File: config.mk
export PLATFORM = sky130hd
export DESIGN_NAME = cao_device_flat
export DESIGN_NICKNAME = d
export VERILOG_FILES = /design/src/hw/cao_pkg.sv /design/src/hw/cao_stream_if.sv /design/src/hw/cao_device.sv /design/src/flat_wrapper.sv
export VERILOG_INCLUDE_DIRS = /design/src /design/src/hw
export SDC_FILE = /design/constraint.sdc
export NUM_CORES = 1
export LEC_CHECK = 0
export BUFFER_PORTS_ARGS = -buffer_cell sky130_fd_sc_hd__buf_4
export CORE_UTILIZATION = 25
export CTS_CLUSTER_DIAMETER = 30
export DETAILED_ROUTE_END_ITERATION = 7
export PLACE_DENSITY = 0.51
export SETUP_SLACK_MARGIN = 0.1
export SLEW_MARGIN = 0
export SYNTH_ARGS = -nofsm -noshare
export SYNTH_HDL_FRONTEND = slang
export SYNTH_SLANG_ARGS = --single-unit
File: constraint.sdc
create_clock -name pclk -period 10.55 [get_ports pclk]
set_input_delay 1.5825 -clock pclk [delete_from_list [all_inputs] [get_ports pclk]]
set_output_delay 1.5825 -clock pclk [all_outputs]
set_load 0.01 [all_outputs]
File: src/hw/cao_defines.svh
// Shared constants for the clocked audio output block and its stream source
`ifndef CAO_DEFINES_SVH
`define CAO_DEFINES_SVH

// ----------------------------------------------------------------
// Device byte registers
// ----------------------------------------------------------------
`define CAO_REG_FIRST_CHANNEL   2'h0
`define CAO_REG_SECOND_CHANNEL  2'h1
`define CAO_REG_OVERFLOW_FLAG   2'h2
`define CAO_REG_BUFFER_CLEAR    2'h3
`define CAO_CLEAR_BIT           7
`define CAO_RST_FIRST_CHANNEL   8'h01
`define CAO_RST_SECOND_CHANNEL  8'h02

// ----------------------------------------------------------------
// Stream packets
// ----------------------------------------------------------------
`define CAO_TYPE_AUDIO_DATA     24'h00_000a
`define CAO_TYPE_AUDIO_CONTROL  24'h00_000e
`define CAO_BEAT_SAMPLE         2'h1
`define CAO_BEAT_VALIDITY       2'h1
`define CAO_BEAT_USER           2'h2
`define CAO_BEAT_STATUS         2'h3
`define CAO_BEATS_PER_LANE      4'h6
`define CAO_BEATS_PER_FRAME     4'hc

// ----------------------------------------------------------------
// Serial frame
// ----------------------------------------------------------------
`define CAO_PREAMBLE_X          4'h0
`define CAO_PREAMBLE_Y          4'h1
`define CAO_PREAMBLE_Z          4'h2
`define CAO_LAST_BIT            5'h1f
`define CAO_LAST_FRAME          8'hbf

// ----------------------------------------------------------------
// Source APB registers
// ----------------------------------------------------------------
`define CAO_APB_SAMPLE0         12'h000
`define CAO_APB_SAMPLE1         12'h004
`define CAO_APB_CHANNELS        12'h008
`define CAO_APB_CONTROL         12'h00c
`define CAO_APB_STATUS          12'h010

`endif

File: src/hw/cao_pkg.sv
// Types shared by the clocked audio output block and its stream source
package cao_pkg;
    typedef logic [23:0] cao_word_t;

    typedef enum logic [0:0] {
        CAO_SRC_IDLE = 1'b0,
        CAO_SRC_SEND = 1'b1
    } cao_src_state_e;

    typedef struct packed {
        logic      lane;
        logic      validity;
        logic      user;
        logic      status;
        cao_word_t sample;
    } cao_entry_s;
endpackage : cao_pkg

File: src/hw/cao_stream_if.sv
// Packet stream between audio source and clocked audio output
`timescale 1ns/100ps
interface cao_stream_if;
    logic              valid;
    logic              ready;
    logic              sop;
    logic              eop;
    logic [7:0]        channel;
    cao_pkg::cao_word_t data;

    modport source (
        output valid,
        output sop,
        output eop,
        output channel,
        output data,
        input  ready
    );

    modport sink (
        input  valid,
        input  sop,
        input  eop,
        input  channel,
        input  data,
        output ready
    );
endinterface : cao_stream_if

File: src/hw/cao_device.sv
// Clocked audio output: packet stream in, framed serial audio out
//
// Implementation choice: the byte register port or the channel and reset pins, by USE_REGS.
`timescale 1ns/100ps
`include "cao_defines.svh"
module cao_device #(
    parameter int FIFO_LOG2 = 5,
    parameter bit USE_REGS  = 1'b1
) (
    input  wire logic       pclk,
    input  wire logic       presetn,
    cao_stream_if.sink      stream,
    input  wire logic [1:0] reg_addr,
    input  wire logic       reg_write,
    input  wire logic       reg_read,
    input  wire logic [7:0] reg_wdata,
    output logic      [7:0] reg_rdata,
    input  wire logic [7:0] channel0_in,
    input  wire logic [7:0] channel1_in,
    input  wire logic [7:0] fifo_reset_in,
    output logic            fifo_status,
    input  wire logic       serial_audio_clk,
    output logic            serial_audio_data,
    output logic            serial_audio_data_enable,
    output logic            serial_audio_word_select
);
    localparam int DEPTH = 2 ** FIFO_LOG2;

    logic [7:0]             first_channel_number;
    logic [7:0]             second_channel_number;
    logic                   overflow;
    cao_pkg::cao_entry_s    mem [DEPTH];
    logic [FIFO_LOG2:0]     wptr;
    logic [FIFO_LOG2:0]     rptr;
    logic [1:0]             lane_idx    [2];
    logic [1:0]             lane_kind   [2];
    cao_pkg::cao_word_t     lane_sample [2];
    logic [2:0]             lane_vuc    [2];
    logic                   lane_have   [2];
    logic                   sclk_s1;
    logic                   sclk_s2;
    logic                   sclk_s3;
    logic [4:0]             bit_cnt;
    logic [31:0]            shreg;
    logic [7:0]             frame_cnt;

    // ----------------------------------------------------------------
    // Subframe builder
    // ----------------------------------------------------------------
    function automatic logic [31:0] subframe(input cao_pkg::cao_entry_s e,
                                             input logic block_start);
        logic [3:0]  pre;
        logic [30:0] body;
        pre = e.lane ? `CAO_PREAMBLE_Y :
              (block_start ? `CAO_PREAMBLE_Z : `CAO_PREAMBLE_X);
        body = {e.status, e.user, e.validity, e.sample, pre};
        subframe = {^body[30:4], body};
    endfunction : subframe

    // ----------------------------------------------------------------
    // Control selection
    // ----------------------------------------------------------------
    wire [7:0] ch0 = USE_REGS ? first_channel_number  : channel0_in;
    wire [7:0] ch1 = USE_REGS ? second_channel_number : channel1_in;
    wire       reg_clear = reg_write && (reg_addr == `CAO_REG_BUFFER_CLEAR)
                           && reg_wdata[`CAO_CLEAR_BIT];
    wire       fifo_clear = USE_REGS ? reg_clear : fifo_reset_in[`CAO_CLEAR_BIT];
    wire [7:0] read_mux =
        (reg_addr == `CAO_REG_FIRST_CHANNEL)  ? first_channel_number  :
        (reg_addr == `CAO_REG_SECOND_CHANNEL) ? second_channel_number :
        (reg_addr == `CAO_REG_OVERFLOW_FLAG)  ? {7'h00, overflow}    :
                                                8'h00;

    assign fifo_status = overflow;
    assign stream.ready = !fifo_clear;

    always_ff @(posedge pclk or negedge presetn)
    begin
        if (!presetn)
        begin
            first_channel_number  <= `CAO_RST_FIRST_CHANNEL;
            second_channel_number <= `CAO_RST_SECOND_CHANNEL;
            reg_rdata             <= 8'h00;
        end
        else
        begin
            if (reg_write && reg_addr == `CAO_REG_FIRST_CHANNEL)
                first_channel_number <= reg_wdata;
            if (reg_write && reg_addr == `CAO_REG_SECOND_CHANNEL)
                second_channel_number <= reg_wdata;
            if (reg_read)
                reg_rdata <= read_mux;
        end
    end

    // ----------------------------------------------------------------
    // Packet parser, one context per routed channel
    // ----------------------------------------------------------------
    wire       beat = stream.valid && stream.ready;
    wire       hit0 = beat && (stream.channel == ch0);
    wire       hit1 = beat && !hit0 && (stream.channel == ch1);
    wire [1:0] hit  = {hit1, hit0};
    wire [1:0] lane_push;

    for (genvar l = 0; l < 2; l++)
    begin : g_lane
        wire is_audio = (stream.data == `CAO_TYPE_AUDIO_DATA);
        wire is_ctrl  = (stream.data == `CAO_TYPE_AUDIO_CONTROL);
        wire at_idx   = hit[l] && !stream.sop;
        assign lane_push[l] = at_idx && stream.eop && lane_kind[l] == 2'h2
                              && lane_idx[l] == `CAO_BEAT_STATUS && lane_have[l];

        always_ff @(posedge pclk or negedge presetn)
        begin
            if (!presetn)
            begin
                lane_idx[l]    <= 2'h0;
                lane_kind[l]   <= 2'h0;
                lane_sample[l] <= 24'h00_0000;
                lane_vuc[l]    <= 3'h0;
                lane_have[l]   <= 1'b0;
            end
            else if (hit[l] && stream.sop)
            begin
                lane_idx[l]  <= `CAO_BEAT_SAMPLE;
                lane_kind[l] <= is_audio ? 2'h1 : (is_ctrl ? 2'h2 : 2'h0);
            end
            else if (at_idx)
            begin
                if (lane_idx[l] != 2'h3)
                    lane_idx[l] <= lane_idx[l] + 2'h1;
                if (lane_kind[l] == 2'h1 && lane_idx[l] == `CAO_BEAT_SAMPLE)
                begin
                    lane_sample[l] <= stream.data;
                    lane_have[l]   <= 1'b1;
                end
                if (lane_kind[l] == 2'h2)
                    lane_vuc[l][lane_idx[l] - 2'h1] <= stream.data[0];
                if (lane_push[l])
                    lane_have[l] <= 1'b0;
            end
        end
    end

    // ----------------------------------------------------------------
    // FIFO
    // ----------------------------------------------------------------
    wire push_lane = lane_push[1];
    wire push      = |lane_push;
    wire empty     = (wptr == rptr);
    wire full      = (wptr[FIFO_LOG2] != rptr[FIFO_LOG2]) &&
                     (wptr[FIFO_LOG2-1:0] == rptr[FIFO_LOG2-1:0]);
    cao_pkg::cao_entry_s push_entry;
    cao_pkg::cao_entry_s head;
    assign push_entry = push_lane ?
        {1'b1, lane_vuc[1][0], lane_vuc[1][1], stream.data[0], lane_sample[1]} :
        {1'b0, lane_vuc[0][0], lane_vuc[0][1], stream.data[0], lane_sample[0]};
    assign head = mem[rptr[FIFO_LOG2-1:0]];

    wire tick = sclk_s2 && !sclk_s3;
    wire pop  = tick && (bit_cnt == 5'h00) && !empty;

    always_ff @(posedge pclk)
    begin
        if (push && !full)
            mem[wptr[FIFO_LOG2-1:0]] <= push_entry;
    end

    always_ff @(posedge pclk or negedge presetn)
    begin
        if (!presetn)
        begin
            wptr     <= '0;
            rptr     <= '0;
            overflow <= 1'b0;
        end
        else
        begin
            if (push && full)
                overflow <= 1'b1;
            else if (fifo_clear)
                overflow <= 1'b0;
            if (fifo_clear)
            begin
                wptr <= '0;
                rptr <= '0;
            end
            else
            begin
                if (push && !full)
                    wptr <= wptr + {{FIFO_LOG2{1'b0}}, 1'b1};
                if (pop)
                    rptr <= rptr + {{FIFO_LOG2{1'b0}}, 1'b1};
            end
        end
    end

    // ----------------------------------------------------------------
    // Serialiser on sampled serial clock
    // ----------------------------------------------------------------
    wire [31:0] next_frame = subframe(head, frame_cnt == 8'h00);

    always_ff @(posedge pclk or negedge presetn)
    begin
        if (!presetn)
        begin
            sclk_s1 <= 1'b0;
            sclk_s2 <= 1'b0;
            sclk_s3 <= 1'b0;
        end
        else
        begin
            sclk_s1 <= serial_audio_clk;
            sclk_s2 <= sclk_s1;
            sclk_s3 <= sclk_s2;
        end
    end

    always_ff @(posedge pclk or negedge presetn)
    begin
        if (!presetn)
        begin
            bit_cnt                  <= 5'h00;
            shreg                    <= 32'h0000_0000;
            frame_cnt                <= 8'h00;
            serial_audio_data        <= 1'b0;
            serial_audio_data_enable <= 1'b0;
            serial_audio_word_select <= 1'b0;
        end
        else if (tick && bit_cnt == 5'h00)
        begin
            if (pop)
            begin
                serial_audio_data        <= next_frame[0];
                shreg                    <= {1'b0, next_frame[31:1]};
                serial_audio_data_enable <= 1'b1;
                serial_audio_word_select <= head.lane;
                bit_cnt                  <= 5'h01;
            end
            else
            begin
                serial_audio_data        <= 1'b0;
                serial_audio_data_enable <= 1'b0;
            end
        end
        else if (tick)
        begin
            serial_audio_data <= shreg[0];
            shreg             <= {1'b0, shreg[31:1]};
            bit_cnt           <= bit_cnt + 5'h01;
            if (bit_cnt == `CAO_LAST_BIT && serial_audio_word_select)
                frame_cnt <= (frame_cnt == `CAO_LAST_FRAME) ? 8'h00 :
                             frame_cnt + 8'h01;
        end
    end
endmodule : cao_device

File: src/flat_wrapper.sv
// flat-port wrapper written by rule: the top's interface ports become plain ports
module cao_device_flat 
#(
    parameter int FIFO_LOG2 = 5,
    parameter bit USE_REGS  = 1'b1
)
  (pclk, presetn, reg_addr, reg_write, reg_read, reg_wdata, reg_rdata, channel0_in, channel1_in, fifo_reset_in, fifo_status, serial_audio_clk, serial_audio_data, serial_audio_data_enable, serial_audio_word_select, stream_valid, stream_sop, stream_eop, stream_channel, stream_data, stream_ready);
  cao_stream_if stream_i ();
  input  wire logic pclk;
  input  wire logic presetn;
  input  wire logic [1:0] reg_addr;
  input  wire logic reg_write;
  input  wire logic reg_read;
  input  wire logic [7:0] reg_wdata;
  output logic      [7:0] reg_rdata;
  input  wire logic [7:0] channel0_in;
  input  wire logic [7:0] channel1_in;
  input  wire logic [7:0] fifo_reset_in;
  output logic fifo_status;
  input  wire logic serial_audio_clk;
  output logic serial_audio_data;
  output logic serial_audio_data_enable;
  output logic serial_audio_word_select;
  input wire logic [$bits(stream_i.valid)-1:0] stream_valid;
  input wire logic [$bits(stream_i.sop)-1:0] stream_sop;
  input wire logic [$bits(stream_i.eop)-1:0] stream_eop;
  input wire logic [$bits(stream_i.channel)-1:0] stream_channel;
  input wire logic [$bits(stream_i.data)-1:0] stream_data;
  output wire logic [$bits(stream_i.ready)-1:0] stream_ready;
  assign stream_i.valid = stream_valid;
  assign stream_i.sop = stream_sop;
  assign stream_i.eop = stream_eop;
  assign stream_i.channel = stream_channel;
  assign stream_i.data = stream_data;
  assign stream_ready = stream_i.ready;
  cao_device #(.FIFO_LOG2(FIFO_LOG2), .USE_REGS(USE_REGS)) u_core (.pclk(pclk), .presetn(presetn), .stream(stream_i), .reg_addr(reg_addr), .reg_write(reg_write), .reg_read(reg_read), .reg_wdata(reg_wdata), .reg_rdata(reg_rdata), .channel0_in(channel0_in), .channel1_in(channel1_in), .fifo_reset_in(fifo_reset_in), .fifo_status(fifo_status), .serial_audio_clk(serial_audio_clk), .serial_audio_data(serial_audio_data), .serial_audio_data_enable(serial_audio_data_enable), .serial_audio_word_select(serial_audio_word_select));
endmodule
==> results_dict.tcl <==
set metrics [dict create \
    cts_max_level 4 \
    cts.repair_timing.setup_buffer_count 0 \
    slowest_stage "sky130_fd_sc_hd__nor2_4" \
    placement_rows 149 \
    final-hold-violation-count 0 \
    layout-area-overhead-vs-synth_pct 25.5 \
    final.period_utilization 0.531 \
    min_delay_path_depth 0 \
    via_per_inst 4.54 \
    syn_nets 2357 \
    port_buffers 62 \
    post_synth_num_cell_types 63 \
    die_height_um 411 \
    dieWidth_um 411 \
    detail-route-antenna-nets 0 \
    post_synth_and_or_nand_nor_area_fraction 0.0273 \
    syn-cell-area_mm2 0.0418 \
    insertion_delay_ns 0.79 \
    yosysWarnings 0 \
    start_util 0.253 \
    status "finished, final reports clean" \
    power_density_mw_per_mm2 246 \
    max_slew.worst_pin.slew_ns 1.21 \
    worstHoldPathType "reg -> reg" \
    maxClockFrequency_mhz 179 \
    grt_first_pass_wirelength_mm 160 \
    worstPathArrival_ns 6.00 \
    synth-compound-area-share 0.0466 \
    vias 21983 \
    dp_hpwl_mm 61.9 \
    synth_sequential_area_ratio 0.733 \
    fillers 15897 \
    muxShareOfSynthArea 0.155 \
    routabilityCongestion 0.744 \
    skew_ns 0.0416 \
    leakage_nw 19.7 \
    critical_path.reg2reg.startpoint "u_core.rptr[2]" \
    synth_top_flop_cell "sky130_fd_sc_hd__edfxtp_1" \
    synth_enable_flop_cells 896 \
    grt_max_degree 114 \
    critical_path.max_fanout 17 \
    worst_r2r_endpoint "u_core.shreg[30]" \
    final_cell_area_mm2 0.0524 \
    drive_above_1_share 0.286 \
    main_combinational_cell_family_by_area_after_synthesis "multiplexers" \
    synth.ff_latch_count 1045 \
    detail_route.wirelength_mm 111 \
    clock_sinks 1045 \
    grt_overflow_total 0 \
    detailedRoute.firstIterationViolations 2015 \
    final.min_clock_period_ns 5.60 \
    crit_required_ns 10.95 \
    tritoncts_clock_tree "yes" \
    cp_cell_sequence "buf_4 > and4_1 > inv_1 > nand2_1 > a2111o_1 > nor4_2 > buf_4 > a41oi_1 > nor2_1 > nand2_1 > nor2_4 > buf_4" \
    vdd.ir_drop.worst_mv 0.191 \
    first_global_vias 22634 \
    clk_path_buf_depth 3 \
    avgSynthCellArea_um2 18.4 \
    rsz_0062_raised_after_global_routing "no" \
    worstRegToRegCells 12 \
    num_io_pins 87 \
    cts-resized-gates 0 \
    first_pass_iters 5 \
    synth-xor-area-share 0.0139 \
    clock_edge_transition_at_the_registers_on_the_reported_setup_and_hold_paths_ns 0.05 \
    hold-path-endpoint "u_core.sclk_s2" \
    timing_max_transition_violations_final 0 \
    cts_made_buffers 203 \
    slew_headroom 0.188 \
    synthesis.instances 2267 \
    design.core.area_mm2 0.165 \
    antenna_found_initial 1 \
    async_reset_ff_frac 0.143 \
    finish.net_count 2565 \
    crit_path_start_kind "input port" \
    setup_total_negative_slack_ns 0 \
    critical_path_buf_inv_count 4 \
    detailed_place.area_mm2 0.0451 \
    avgRoutedWirePerCell_um 22.9 \
    gr-usage-all-layers 0.131 \
    worst-r2r-setup-slack_ns 5.61 \
    ctsRootBufferMaster "sky130_fd_sc_hd__clkbuf_16" \
    cp_slowest_stage_delay_ns 0.75 \
    synth-adder-area-share 0.00479 \
    critical-path-top-delay-family "simple AND/OR/NAND/NOR gates" \
    die_area_mm2 0.169 \
    worstSetupEndpointType "flip-flop" \
    hold_path.startpoint "u_core.sclk_s1" \
    max_cap_viol_count 0 \
    timing.final.setup_violations 0 \
    postCtsHoldBufs 0 \
    path_common_cell "sky130_fd_sc_hd__buf_4" \
    drcViolationCount 0 \
    critPathKind "in -> reg" \
]
how the worst max path moves through the flow:
stage,startpoint,to,slack [ns],cells after the start
after floorplan,reg_wdata[7],u_core.mem[31][0],5.32,10
after global placement,reg_addr[0],u_core.mem[18][17],4.18,12
after detailed placement,reg_addr[0],u_core.mem[18][10],4.12,12
after CTS,reg_addr[0],u_core.mem[18][4],4.92,12
after global routing,reg_addr[0],u_core.mem[18][6],4.62,12
final,reg_addr[0],u_core.mem[18][4],4.95,12
cell type report:
class / instances / area, µm² / area share
Clock buffer: 232 / 5300 / 0.101
Sequential cell: 1045 / 30600 / 0.584
Antenna cell: 1 / 2.50 / 0.0000477
Multi-Input combinational cell: 1067 / 10600 / 0.202
Clock inverter: 150 / 2060 / 0.0393
Timing Repair Buffer: 123 / 965 / 0.0184
Inverter: 35 / 131 / 0.00251
Tap cell: 2189 / 2740 / 0.0522
synthesized netlist by cell type (3+ instances only):
cell type,n,area share
sky130_fd_sc_hd__a211o_1,11,0.0023
sky130_fd_sc_hd__a211oi_1,37,0.0066
sky130_fd_sc_hd__a21o_1,3,0.00054
sky130_fd_sc_hd__a21oi_1,47,0.0056
sky130_fd_sc_hd__a221oi_1,9,0.0019
sky130_fd_sc_hd__a22o_1,6,0.0013
sky130_fd_sc_hd__a22oi_1,37,0.0066
sky130_fd_sc_hd__buf_1,8,0.00072
sky130_fd_sc_hd__buf_12,3,0.0014
sky130_fd_sc_hd__buf_2,36,0.0043
sky130_fd_sc_hd__buf_4,21,0.0038
sky130_fd_sc_hd__buf_6,6,0.0016
sky130_fd_sc_hd__clkbuf_1,45,0.0040
sky130_fd_sc_hd__dfrtp_1,147,0.088
sky130_fd_sc_hd__edfxtp_1,896,0.64
sky130_fd_sc_hd__ha_1,16,0.0048
sky130_fd_sc_hd__inv_1,33,0.0030
sky130_fd_sc_hd__mux2_2,131,0.035
sky130_fd_sc_hd__mux2i_1,205,0.049
sky130_fd_sc_hd__mux4_1,13,0.0082
sky130_fd_sc_hd__mux4_2,114,0.061
sky130_fd_sc_hd__nand2_1,91,0.0082
sky130_fd_sc_hd__nand2b_1,5,0.00075
sky130_fd_sc_hd__nand3_1,12,0.0014
sky130_fd_sc_hd__nand3b_1,3,0.00054
sky130_fd_sc_hd__nand4_1,10,0.0015
sky130_fd_sc_hd__nor2_1,74,0.0066
sky130_fd_sc_hd__nor2b_1,12,0.0018
sky130_fd_sc_hd__nor3_1,12,0.0014
sky130_fd_sc_hd__nor4_1,7,0.0010
sky130_fd_sc_hd__o2111ai_1,13,0.0027
sky130_fd_sc_hd__o21ai_0,43,0.0052
sky130_fd_sc_hd__o221ai_1,29,0.0061
sky130_fd_sc_hd__o22ai_1,37,0.0055
sky130_fd_sc_hd__or2_2,3,0.00045
sky130_fd_sc_hd__or3_1,5,0.00075
sky130_fd_sc_hd__xnor2_1,33,0.0069
sky130_fd_sc_hd__xnor3_1,6,0.0032
sky130_fd_sc_hd__xor2_1,18,0.0038
per-layer routing:
layer  track usage  wire length (µm)  vias to the layer above
met3        0.0281              6520                      180
met1         0.179             49800                    11525
met4        0.0463              2880                        0
li1              -                 -                     9609
met5             0                 0                        -
met2         0.204             51700                      669
sequential cells by signal (all words and copies together), names as in the netlist:
signal                           cells
u_core.ch1                           8
u_core.mem                         896
u_core.serial_audio_data             1
u_core.serial_audio_word_select      1
u_core.serial_audio_data_enable      1
u_core.wptr                          6
u_core.lane_idx                      4
u_core.rptr                          6
u_core.sclk_s1                       1
u_core.frame_cnt                     8
u_core.lane_have                     2
u_core.bit_cnt                       5
u_core.sclk_s3                       1
u_core.sclk_s2                       1
u_core.shreg                        31
u_core.ch0                           8
u_core.reg_rdata                     8
u_core.lane_kind                     4
u_core.fifo_status                   1
u_core.lane_vuc                      4
u_core.lane_sample                  48
cell usage in the layout (no fill, tap or decap), drive strengths merged, types with 46 or more instances in the layout:
master / instances
nand2: 91
edfxtp: 896
mux2: 131
a21oi: 47
nor2: 74
inv: 46
mux4: 127
buf: 123
clkinv: 79
mux2i: 206
clkbuf: 232
dfrtp: 147
power breakdown:
| part | total [W] | internal [W] | switching [W] |
|---|---|---|---|
| sequential | 0.00463 | 0.00454 | 0.0000978 |
| clock | 0.00681 | 0.00461 | 0.00219 |
| combinational | 0.00148 | 0.000617 | 0.000860 |
kinds of logic (layout without fill, tap and decap cells):
family	after synthesis	in the layout
buffers and inverters	155	540
AND/OR/NAND/NOR	248	248
XOR/XNOR	57	57
AO/OA/AOI/OAI	282	282
flip-flops	1045	1045
other	0	1
adder cells (fa/ha/maj)	16	16
multiplexers	464	464
stage by stage:
step | util | setup slack [ns] | hold slack (ns) | instances | total power (W)
after floorplan | - | 5.32 | 0.331 | 2267 | 0.00581
after global placement | 0.273 | 4.18 | 0.332 | 4459 | 0.00623
after detailed placement | 0.273 | 4.12 | 0.351 | 4459 | 0.00623
after CTS | 0.317 | 4.92 | 0.361 | 4841 | 0.0131
after global routing | 0.317 | 4.62 | 0.372 | 4841 | 0.0134
final | 0.317 | 4.95 | 0.357 | 4842 | 0.0129
Note: power is estimated with default switching activity, not from simulation.
